--- src/hw/rmh_pkg.sv ---
package rmh_pkg;

  localparam int AXI_AW = 8;
  localparam int AXI_DW = 32;
  localparam int WORD_W = 16;
  localparam int SYNC_W = 8;

  // Register byte addresses.
  localparam logic [AXI_AW-1:0] SYNC_OFS = 8'h00;
  localparam logic [AXI_AW-1:0] MBOX_OFS = 8'h04;
  localparam logic [AXI_AW-1:0] STAT_OFS = 8'h20;
  localparam logic [AXI_AW-1:0] VAL_OFS = 8'h40;

  // Synchronising byte bit positions.
  localparam int SB_LOCKED = 0;
  localparam int SB_FAULTY = 1;
  localparam int SB_GOOD = 2;
  localparam int SB_DONE = 3;
  localparam int SB_DATA_REQ = 4;
  localparam int SB_READ_MBOX = 5;
  localparam int SB_LOCK_REQ = 6;

  // Bits whose value the controller stores with a plain write.
  localparam logic [SYNC_W-1:0] SYNC_CTRL_MASK = 8'h76;
  localparam logic [SYNC_W-1:0] SYNC_RST = 8'h00;

  // Mailbox layout.
  localparam int MBOX_WORDS = 5;
  localparam int MB_RECIPE = 0;
  localparam int MB_RECORD = 3;
  localparam logic [WORD_W-1:0] WORD_RST = 16'h0000;

  // Status register fields.
  localparam int ST_STATE_LSB = 0;
  localparam int ST_BUSY = 4;
  localparam int ST_LAST_OK = 5;
  localparam int ST_LOCK_ERR = 6;
  localparam int ST_REQ_MODE = 7;

  localparam logic [1:0] RESP_OKAY = 2'h0;
  localparam logic [1:0] RESP_SLVERR = 2'h2;

  typedef enum logic [3:0] {
    ST_IDLE,
    ST_LOCK,
    ST_WRITE_ID,
    ST_WALK,
    ST_WAIT_ACK,
    ST_WAIT_RELEASE,
    ST_REQ_WAIT
  } rmh_state_e;

endpackage : rmh_pkg

--- src/hw/rmh_walk_if.sv ---
`timescale 1ns/100ps
interface rmh_walk_if #(
  parameter int IDX_W = 2,
  parameter int VADDR_W = 16
);
  logic start;
  logic busy;
  logic item_valid;
  logic item_ready;
  logic [IDX_W-1:0] item_idx;
  logic [15:0] item_val;
  logic [VADDR_W-1:0] item_addr;

  modport walker (
    input start,
    input item_ready,
    output busy,
    output item_valid,
    output item_idx,
    output item_val,
    output item_addr
  );

  modport core (
    output start,
    output item_ready,
    input busy,
    input item_valid,
    input item_idx,
    input item_val,
    input item_addr
  );
endinterface : rmh_walk_if

--- src/hw/rmh_var_walker.sv ---
`timescale 1ns/100ps
module rmh_var_walker import rmh_pkg::*; #(
  parameter int N_VARS = 4,
  parameter int IDX_W = 2,
  parameter int VADDR_W = 16
) (
  input wire logic aclk,
  input wire logic aresetn,
  rmh_walk_if.walker walk,
  input wire logic [N_VARS*WORD_W-1:0] var_value,
  input wire logic [N_VARS*VADDR_W-1:0] var_addr,
  input wire logic [N_VARS-1:0] var_assigned
);

  logic busy_reg;
  logic busy_next;
  logic [IDX_W-1:0] idx_reg;
  logic [IDX_W-1:0] idx_next;
  logic advance;

  // Values are taken live from the panel's working copy, never reloaded.
  assign walk.item_val = var_value[idx_reg*WORD_W +: WORD_W];
  assign walk.item_addr = var_addr[idx_reg*VADDR_W +: VADDR_W];
  assign walk.item_idx = idx_reg;
  assign walk.busy = busy_reg;
  assign walk.item_valid = busy_reg && var_assigned[idx_reg];

  always_comb begin
    busy_next = busy_reg;
    idx_next = idx_reg;
    // Variables without a controller address are stepped over.
    advance = busy_reg && (!var_assigned[idx_reg] || walk.item_ready);
    if (!busy_reg && walk.start) begin
      busy_next = 1'b1;
      idx_next = '0;
    end else if (advance) begin
      if (idx_reg == IDX_W'(N_VARS - 1)) begin
        busy_next = 1'b0;
      end else begin
        idx_next = idx_reg + IDX_W'(1);
      end
    end
  end

  always_ff @(posedge aclk) begin
    if (!aresetn) begin
      busy_reg <= 1'b0;
      idx_reg <= '0;
    end else begin
      busy_reg <= busy_next;
      idx_reg <= idx_next;
    end
  end

endmodule : rmh_var_walker

--- src/hw/rmh_mailbox.sv ---
`timescale 1ns/100ps
module rmh_mailbox import rmh_pkg::*; #(
  parameter int N_VARS = 4,
  parameter int VADDR_W = 16
) (
  input wire logic aclk,
  input wire logic aresetn,
  input wire logic [AXI_AW-1:0] s_axi_awaddr,
  input wire logic s_axi_awvalid,
  output logic s_axi_awready,
  input wire logic [AXI_DW-1:0] s_axi_wdata,
  input wire logic [3:0] s_axi_wstrb,
  input wire logic s_axi_wvalid,
  output logic s_axi_wready,
  output logic [1:0] s_axi_bresp,
  output logic s_axi_bvalid,
  input wire logic s_axi_bready,
  input wire logic [AXI_AW-1:0] s_axi_araddr,
  input wire logic s_axi_arvalid,
  output logic s_axi_arready,
  output logic [AXI_DW-1:0] s_axi_rdata,
  output logic [1:0] s_axi_rresp,
  output logic s_axi_rvalid,
  input wire logic s_axi_rready,
  input wire logic xfer_start,
  input wire logic [WORD_W-1:0] recipe_num,
  input wire logic [WORD_W-1:0] record_num,
  input wire logic direct_mode,
  input wire logic [N_VARS*WORD_W-1:0] var_value,
  input wire logic [N_VARS*VADDR_W-1:0] var_addr,
  input wire logic [N_VARS-1:0] var_assigned,
  output logic xfer_busy,
  output logic xfer_done,
  output logic xfer_ok,
  output logic lock_error,
  output logic req_valid,
  output logic [WORD_W-1:0] req_recipe,
  output logic [WORD_W-1:0] req_record,
  output logic var_wr_valid,
  output logic [VADDR_W-1:0] var_wr_addr,
  output logic [WORD_W-1:0] var_wr_data,
  input wire logic var_wr_ready
);

  localparam int IDX_W = (N_VARS > 1) ? $clog2(N_VARS) : 1;

  function automatic logic [AXI_DW-1:0] merge_strb(input logic [AXI_DW-1:0] old,
                                                   input logic [AXI_DW-1:0] data,
                                                   input logic [3:0] strb);
    logic [AXI_DW-1:0] res;
    res = old;
    for (int b = 0; b < 4; b++) begin
      if (strb[b]) begin
        res[8*b +: 8] = data[8*b +: 8];
      end
    end
    return res;
  endfunction : merge_strb

  // Word index inside an area, or -1 when the address misses it.
  function automatic int area_index(input logic [AXI_AW-1:0] addr,
                                    input logic [AXI_AW-1:0] base,
                                    input int words);
    int res;
    res = -1;
    if (addr[1:0] == 2'h0 && addr >= base && int'(addr - base) < 4 * words) begin
      res = int'(addr - base) / 4;
    end
    return res;
  endfunction : area_index

  rmh_walk_if #(.IDX_W(IDX_W), .VADDR_W(VADDR_W)) walk ();

  rmh_var_walker #(.N_VARS(N_VARS), .IDX_W(IDX_W), .VADDR_W(VADDR_W)) u_walker (
    .aclk(aclk),
    .aresetn(aresetn),
    .walk(walk.walker),
    .var_value(var_value),
    .var_addr(var_addr),
    .var_assigned(var_assigned)
  );

  rmh_state_e state_reg, state_next;
  logic [SYNC_W-1:0] sync_reg, sync_next;
  logic [WORD_W-1:0] mbox_reg [MBOX_WORDS];
  logic [WORD_W-1:0] mbox_next [MBOX_WORDS];
  logic [WORD_W-1:0] val_reg [N_VARS];
  logic [WORD_W-1:0] val_next [N_VARS];
  logic [WORD_W-1:0] id_recipe_reg, id_recipe_next;
  logic [WORD_W-1:0] id_record_reg, id_record_next;
  logic [WORD_W-1:0] req_recipe_reg, req_recipe_next;
  logic [WORD_W-1:0] req_record_reg, req_record_next;
  logic req_mode_reg, req_mode_next;
  logic last_ok_reg, last_ok_next;
  logic lock_err_seen_reg, lock_err_seen_next;
  logic done_reg, done_next;
  logic lock_error_reg, lock_error_next;
  logic req_valid_reg, req_valid_next;
  logic var_wr_valid_reg, var_wr_valid_next;
  logic [VADDR_W-1:0] var_wr_addr_reg, var_wr_addr_next;
  logic [WORD_W-1:0] var_wr_data_reg, var_wr_data_next;

  logic bvalid_reg, bvalid_next;
  logic [1:0] bresp_reg, bresp_next;
  logic rvalid_reg, rvalid_next;
  logic [1:0] rresp_reg, rresp_next;
  logic [AXI_DW-1:0] rdata_reg, rdata_next;
  logic wr_fire;
  logic rd_fire;
  logic [AXI_DW-1:0] sync_wr;
  int wr_mbox;
  int rd_mbox;
  int rd_val;

  // Address and data are taken together, only while no response is pending.
  assign wr_fire = s_axi_awvalid && s_axi_wvalid && !bvalid_reg;
  assign rd_fire = s_axi_arvalid && !rvalid_reg;
  assign s_axi_awready = wr_fire;
  assign s_axi_wready = wr_fire;
  assign s_axi_arready = rd_fire;
  assign s_axi_bvalid = bvalid_reg;
  assign s_axi_bresp = bresp_reg;
  assign s_axi_rvalid = rvalid_reg;
  assign s_axi_rresp = rresp_reg;
  assign s_axi_rdata = rdata_reg;
  assign wr_mbox = area_index(s_axi_awaddr, MBOX_OFS, MBOX_WORDS);
  assign rd_mbox = area_index(s_axi_araddr, MBOX_OFS, MBOX_WORDS);
  assign rd_val = area_index(s_axi_araddr, VAL_OFS, N_VARS);
  assign sync_wr = merge_strb({24'h000000, sync_reg}, s_axi_wdata, s_axi_wstrb);

  assign walk.start = (state_reg == ST_WRITE_ID);
  assign walk.item_ready = direct_mode ? !var_wr_valid_reg : 1'b1;

  assign xfer_busy = (state_reg != ST_IDLE);
  assign xfer_done = done_reg;
  assign xfer_ok = last_ok_reg;
  assign lock_error = lock_error_reg;
  assign req_valid = req_valid_reg;
  assign req_recipe = req_recipe_reg;
  assign req_record = req_record_reg;
  assign var_wr_valid = var_wr_valid_reg;
  assign var_wr_addr = var_wr_addr_reg;
  assign var_wr_data = var_wr_data_reg;

  always_comb begin
    state_next = state_reg;
    sync_next = sync_reg;
    mbox_next = mbox_reg;
    val_next = val_reg;
    id_recipe_next = id_recipe_reg;
    id_record_next = id_record_reg;
    req_recipe_next = req_recipe_reg;
    req_record_next = req_record_reg;
    req_mode_next = req_mode_reg;
    last_ok_next = last_ok_reg;
    lock_err_seen_next = lock_err_seen_reg;
    done_next = 1'b0;
    lock_error_next = 1'b0;
    req_valid_next = 1'b0;
    var_wr_valid_next = var_wr_valid_reg;
    var_wr_addr_next = var_wr_addr_reg;
    var_wr_data_next = var_wr_data_reg;

    // Controller writes come first; the panel's own updates below win.
    if (wr_fire) begin
      if (s_axi_awaddr == SYNC_OFS) begin
        sync_next = (sync_reg & ~SYNC_CTRL_MASK) | (sync_wr[SYNC_W-1:0] & SYNC_CTRL_MASK);
        if (!sync_wr[SB_LOCKED]) begin
          sync_next[SB_LOCKED] = 1'b0;
        end
      end else if (wr_mbox >= 0) begin
        mbox_next[wr_mbox] = WORD_W'(merge_strb({16'h0000, mbox_reg[wr_mbox]}, s_axi_wdata,
                                                s_axi_wstrb));
      end
    end

    if (var_wr_valid_reg && var_wr_ready) begin
      var_wr_valid_next = 1'b0;
    end

    // A start that meets the lock held for the controller is refused with an error.
    if (xfer_start && req_mode_reg && state_reg != ST_IDLE && sync_reg[SB_LOCKED]) begin
      lock_error_next = !lock_error_reg;
      lock_err_seen_next = 1'b1;
    end

    case (state_reg)
      ST_IDLE: begin
        if (xfer_start) begin
          id_recipe_next = recipe_num;
          id_record_next = record_num;
          req_mode_next = 1'b0;
          state_next = ST_LOCK;
        end else if (sync_reg[SB_LOCK_REQ] && !sync_reg[SB_LOCKED]) begin
          sync_next[SB_LOCKED] = 1'b1;
          sync_next[SB_LOCK_REQ] = 1'b0;
          req_mode_next = 1'b1;
          state_next = ST_REQ_WAIT;
        end
      end
      ST_LOCK: begin
        if (sync_reg[SB_LOCKED]) begin
          lock_error_next = 1'b1;
          lock_err_seen_next = 1'b1;
          state_next = ST_IDLE;
        end else begin
          sync_next[SB_LOCKED] = 1'b1;
          state_next = ST_WRITE_ID;
        end
      end
      ST_REQ_WAIT: begin
        if (sync_reg[SB_DATA_REQ]) begin
          id_recipe_next = mbox_reg[MB_RECIPE];
          id_record_next = mbox_reg[MB_RECORD];
          req_recipe_next = mbox_reg[MB_RECIPE];
          req_record_next = mbox_reg[MB_RECORD];
          req_valid_next = 1'b1;
          sync_next[SB_DATA_REQ] = 1'b0;
          state_next = ST_WRITE_ID;
        end
      end
      ST_WRITE_ID: begin
        mbox_next[MB_RECIPE] = id_recipe_reg;
        mbox_next[MB_RECORD] = id_record_reg;
        state_next = ST_WALK;
      end
      ST_WALK: begin
        if (walk.item_valid && walk.item_ready) begin
          if (direct_mode) begin
            var_wr_valid_next = 1'b1;
            var_wr_addr_next = walk.item_addr;
            var_wr_data_next = walk.item_val;
          end else begin
            val_next[walk.item_idx] = walk.item_val;
          end
        end
        if (!walk.busy && !var_wr_valid_reg) begin
          sync_next[SB_DONE] = 1'b1;
          state_next = ST_WAIT_ACK;
        end
      end
      ST_WAIT_ACK: begin
        if (sync_reg[SB_GOOD] || sync_reg[SB_FAULTY]) begin
          last_ok_next = sync_reg[SB_GOOD] && !sync_reg[SB_FAULTY];
          state_next = ST_WAIT_RELEASE;
        end
      end
      ST_WAIT_RELEASE: begin
        if (!sync_reg[SB_LOCKED]) begin
          sync_next[SB_DONE] = 1'b0;
          sync_next[SB_GOOD] = 1'b0;
          sync_next[SB_FAULTY] = 1'b0;
          done_next = 1'b1;
          state_next = ST_IDLE;
        end
      end
      default: begin
        state_next = ST_IDLE;
      end
    endcase
    sync_next[SYNC_W-1] = 1'b0;
  end

  always_ff @(posedge aclk) begin
    if (!aresetn) begin
      state_reg <= ST_IDLE;
      sync_reg <= SYNC_RST;
      for (int i = 0; i < MBOX_WORDS; i++) begin
        mbox_reg[i] <= WORD_RST;
      end
      for (int i = 0; i < N_VARS; i++) begin
        val_reg[i] <= WORD_RST;
      end
      id_recipe_reg <= WORD_RST;
      id_record_reg <= WORD_RST;
      req_recipe_reg <= WORD_RST;
      req_record_reg <= WORD_RST;
      req_mode_reg <= 1'b0;
      last_ok_reg <= 1'b0;
      lock_err_seen_reg <= 1'b0;
      done_reg <= 1'b0;
      lock_error_reg <= 1'b0;
      req_valid_reg <= 1'b0;
      var_wr_valid_reg <= 1'b0;
      var_wr_addr_reg <= '0;
      var_wr_data_reg <= WORD_RST;
    end else begin
      state_reg <= state_next;
      sync_reg <= sync_next;
      mbox_reg <= mbox_next;
      val_reg <= val_next;
      id_recipe_reg <= id_recipe_next;
      id_record_reg <= id_record_next;
      req_recipe_reg <= req_recipe_next;
      req_record_reg <= req_record_next;
      req_mode_reg <= req_mode_next;
      last_ok_reg <= last_ok_next;
      lock_err_seen_reg <= lock_err_seen_next;
      done_reg <= done_next;
      lock_error_reg <= lock_error_next;
      req_valid_reg <= req_valid_next;
      var_wr_valid_reg <= var_wr_valid_next;
      var_wr_addr_reg <= var_wr_addr_next;
      var_wr_data_reg <= var_wr_data_next;
    end
  end

  always_comb begin
    bvalid_next = bvalid_reg;
    bresp_next = bresp_reg;
    rvalid_next = rvalid_reg;
    rresp_next = rresp_reg;
    rdata_next = rdata_reg;
    if (bvalid_reg && s_axi_bready) begin
      bvalid_next = 1'b0;
    end
    if (wr_fire) begin
      bvalid_next = 1'b1;
      if (s_axi_awaddr == SYNC_OFS || wr_mbox >= 0) begin
        bresp_next = RESP_OKAY;
      end else begin
        bresp_next = RESP_SLVERR;
      end
    end
    if (rvalid_reg && s_axi_rready) begin
      rvalid_next = 1'b0;
    end
    if (rd_fire) begin
      rvalid_next = 1'b1;
      rresp_next = RESP_OKAY;
      rdata_next = '0;
      if (s_axi_araddr == SYNC_OFS) begin
        rdata_next[SYNC_W-1:0] = sync_reg;
      end else if (rd_mbox >= 0) begin
        rdata_next[WORD_W-1:0] = mbox_reg[rd_mbox];
      end else if (s_axi_araddr == STAT_OFS) begin
        rdata_next[ST_STATE_LSB +: 4] = state_reg;
        rdata_next[ST_BUSY] = (state_reg != ST_IDLE);
        rdata_next[ST_LAST_OK] = last_ok_reg;
        rdata_next[ST_LOCK_ERR] = lock_err_seen_reg;
        rdata_next[ST_REQ_MODE] = req_mode_reg;
      end else if (rd_val >= 0) begin
        rdata_next[WORD_W-1:0] = val_reg[rd_val];
      end else begin
        rresp_next = RESP_SLVERR;
      end
    end
  end

  always_ff @(posedge aclk) begin
    if (!aresetn) begin
      bvalid_reg <= 1'b0;
      bresp_reg <= RESP_OKAY;
      rvalid_reg <= 1'b0;
      rresp_reg <= RESP_OKAY;
      rdata_reg <= '0;
    end else begin
      bvalid_reg <= bvalid_next;
      bresp_reg <= bresp_next;
      rvalid_reg <= rvalid_next;
      rresp_reg <= rresp_next;
      rdata_reg <= rdata_next;
    end
  end

endmodule : rmh_mailbox

--- config.mk ---
export PLATFORM = sky130hd
export DESIGN_NAME = rmh_mailbox
export DESIGN_NICKNAME = d
export VERILOG_FILES = /design/src/hw/rmh_pkg.sv /design/src/hw/rmh_walk_if.sv /design/src/hw/rmh_var_walker.sv /design/src/hw/rmh_mailbox.sv
export SDC_FILE = /design/constraint.sdc
export NUM_CORES = 1
export LEC_CHECK = 0
export ABC_AREA = 1
export BUFFER_PORTS_ARGS = -buffer_cell sky130_fd_sc_hd__buf_2
export CORE_ASPECT_RATIO = 1.2
export CORE_UTILIZATION = 40
export DETAILED_ROUTE_END_ITERATION = 8
export GPL_TIMING_DRIVEN = 0
export SLEW_MARGIN = 10
export SYNTH_ARGS = -nofsm -noshare
export SYNTH_HDL_FRONTEND = slang
export SYNTH_HIERARCHICAL = 1
export SYNTH_SLANG_ARGS = --single-unit
--- constraint.sdc ---
create_clock -name aclk -period 4.6 [get_ports aclk]
set_input_delay 0.46 -clock aclk [delete_from_list [all_inputs] [get_ports aclk]]
set_output_delay 0.46 -clock aclk [all_outputs]
set_load 0.02 [all_outputs]
==> impl_metrics.yaml <==
outcome:
  status: "finished, final reports clean"
yosys:
  ys_async_sr_fraction_pct: 0
  ys_ff_latch: 280
  syn_inst: 2370
  synthSimpleGateAreaFrac_pct: 28.2
  synth_area_sq_um: 15400
  syn_avg_cell_area_sq_um: 6.50
  synth_most_common_cell: "nand2_1"
  synth_commonest_cells: "nand2_1 (456), nor2_1 (304), dfxtp_1 (280)"
  synth_edf_count: 0
  synth_compound_gate_area_share_pct: 21.6
  synth_xor_area_share_pct: 0.171
  ys_types: 44
  synth_top_family_by_area: "simple AND/OR/NAND/NOR gates"
  synth_fa_ha_area_share_pct: 2.03
  synth_top_area_share_pct: 36.4
  yosys.area.top_type: "dfxtp_1"
  synth_warnings: 6
  muxShareOfSynthArea_pct: 0
  synthFlopType: "dfxtp_1"
  yosysSeqAreaShare_pct: 36.4
  synth_area_leaders: "dfxtp_1 (36%), nand2_1 (11%), o21ai_0 (8.6%)"
power_and_ir_drop:
  p_int_uw: 4560
  leakage_uw: 0.00847
  ir_drop_uv: 338
  powerDensity_nw_per_um2: 379
  power.switching_uw: 2490
  seqPwrFrac_pct: 39.7
  total_power_uw: 7050
  p_comb_share_pct: 24.0
  clkPwrFrac_pct: 36.3
  p_sw_share_pct: 35.4
worst_setup_path:
  reg2reg_depth: 11
  crit_family: "simple AND/OR/NAND/NOR gates"
  end_kind: "flip-flop"
  crit_buf_inv: 3
  critPathMaxFanout: 10
  worst_path_max_delay_cell: "nor2_1"
  cp-start-kind: "input port"
  worst-setup-path-type: "input port to flip-flop"
  crit_path_max_incr_delay_ps: 780
  cp.required_ps: 5130
  path_depth: 18
  cp.arrival_ps: 4790
  worstPathCellList: "buf_2 > inv_1 > ha_1 > nand3_1 > nor2_2 > inv_2 > nor2_1 > ha_1 > ha_1 > nor2_1 > nand4_2 > o21ai_0 > nor2_1 > nand2_1 > nand2_1 > nand2_1 > nand2_1 > nor2_1"
placement:
  dp_hpwl_mm: 49.8
  dp.cells: 3166
  portBuffers: 299
  placed_area_sq_um: 17600
  place.gp.congestion: 0.993
layout:
  syn2layout_area_growth_pct: 20.8
  largest_reg_flops: 80
  fill_cells: 4044
  regArea_sq_um: 5610
  fin_nets: 2970
  layout.cells.non_filler: 3224
  drive_gt1_share_pct: 17.0
  fin_area_sq_um: 18600
  multi_input_area_sq_um: 8070
sta:
  tightest_slew_ps: 1090
  setup-tns-final_ps: 0
  setup_violations: 0
  fin_crit_sh_pct: 92.7
  fin_skew_ps: 9.98
  final_max_slew_viol_count: 0
  relSlewSlack_pct: 27.4
  rsz0062_at_grt: "false"
  hold_viol_final: 0
  timing.fmax_mhz: 235
  timing.final.crit_period_ps: 4260
clock_tree:
  cts_htree_levels: 1
  numCtsBuffers: 31
  clk_pin_slew_ps: 60
  cts_setup_buffers: 0
  cts_tree: "done"
  root_buffer: "clkbuf_16"
  cts.sinks: 280
  clk_path_buf_depth: 3
  clkLatencyLatePin_ps: 600
route:
  totalWireLength_mm: 63.7
  dr.pass1.iters: 6
  postRouteAntennaNets: 0
  via_count: 17400
  routedWlPerCell_um: 19.7
  drc: 0
  drt_iter0_markers: 1386
  viasPerCell: 5.40
global_routing:
  antenna_found_initial: 2
  grt_pass1_vias: 16200
  grtUsageTotal_pct: 31.3
  grt_max_degree: 17
  overflow: 0
  grt_pass1_wl_mm: 94.2
floorplan:
  pin_count: 337
  initial_core_util_pct: 40.7
  core_sq_um: 37900
  die_area_sq_um: 39300
  die_w_um: 181
  num_rows: 78
  die_y_um: 217
hold_path:
  hold_class: "input port to flip-flop"
  whs_path_depth: 2
flow_run:
  max_cap_violations: 0
-- what timing repair did --
| action | 4_1_cts | 5_1_grt |
|---|---|---|
| setup endpoints to repair | 0 | 37 |
| resized for setup | 0 | 1 |
| hold buffers | 0 | 0 |
-- kinds of logic after synthesis --
group,count (synthesis)
adders and majority gates,25
DFF,280
AOI/OAI and AO/OA,619
xor gates and xnor gates,3
other,1
and+or+nand+nor,1009
buffers and inverters,433
-- final cells by class --
type,count,share of cell area (%)
multi-input combinational,1674,43.4
sequential,280,30.1
timing repair buffer,299,8.04
inverter,271,5.47
clock buffer,45,4.99
buffer,162,4.17
tap,480,3.23
clock inverter,11,0.598
antenna,2,0.0269
-- metrics by stage --
step                      utilization, %  hold slack [ps]  setup slack [ps]
after floorplan                        -              420               664
after global placement              46.4              419              -261
after detailed placement            46.4              425              -276
after CTS                           49.1             89.9               337
after global routing                49.1              103              76.8
final                               49.1              115               337
-- path summary, 6_finish.rpt --
| path | to | slack [ps] | startpoint |
|---|---|---|---|
| worst max register to register | id_record_reg[15] | 1610 | state_reg[1] |
| worst min-delay path | u_walker/walk.busy | 110 | aresetn |
| worst max-delay path | mbox_reg[18] | 340 | s_axi_awaddr[2] |
| worst min register to register | val_reg[51] | 440 | val_reg[51] |
-- layout by cell type, fill, tap and decap left out, drive strengths merged, types with 2 or more instances in the layout --
cell	netlist	layout
nand2	461	461
buf	73	372
nor2	316	316
o21ai	307	307
dfxtp	280	280
inv	264	265
a21oi	195	195
nand3	169	169
clkbuf	89	134
nand4	45	45
a31oi	44	44
o22ai	33	33
o211ai	25	25
ha	25	25
conb	1	18
clkinv	7	14
o21a	10	10
nor3	10	10
or2	6	6
xor2	3	3
diode	0	2
a211oi	2	2
clkinvlp	0	2
-- metal layers --
layer | part of all wire, % | wire length [um] | up-vias | GRT usage (%)
met5 | 0 | 0 | - | 0
met4 | 5.2 | 3330 | 0 | 15.5
met3 | 6.3 | 3990 | 150 | 4.18
met2 | 50 | 31700 | 760 | 56.9
met1 | 39 | 24600 | 8027 | 35.8
li1 | - | - | 8462 | -
-- power by group through the flow --
stage                     combinational [uW]  clock (uW)  sequential, uW
after floorplan                         1060           0            2760
after global placement                  1640           0            2840
after detailed placement                1650           0            2840
after CTS                               1660        2590            2790
after global routing                    1860        2690            2810
final                                   1690        2560            2800
(Power assumes the default switching activity.)
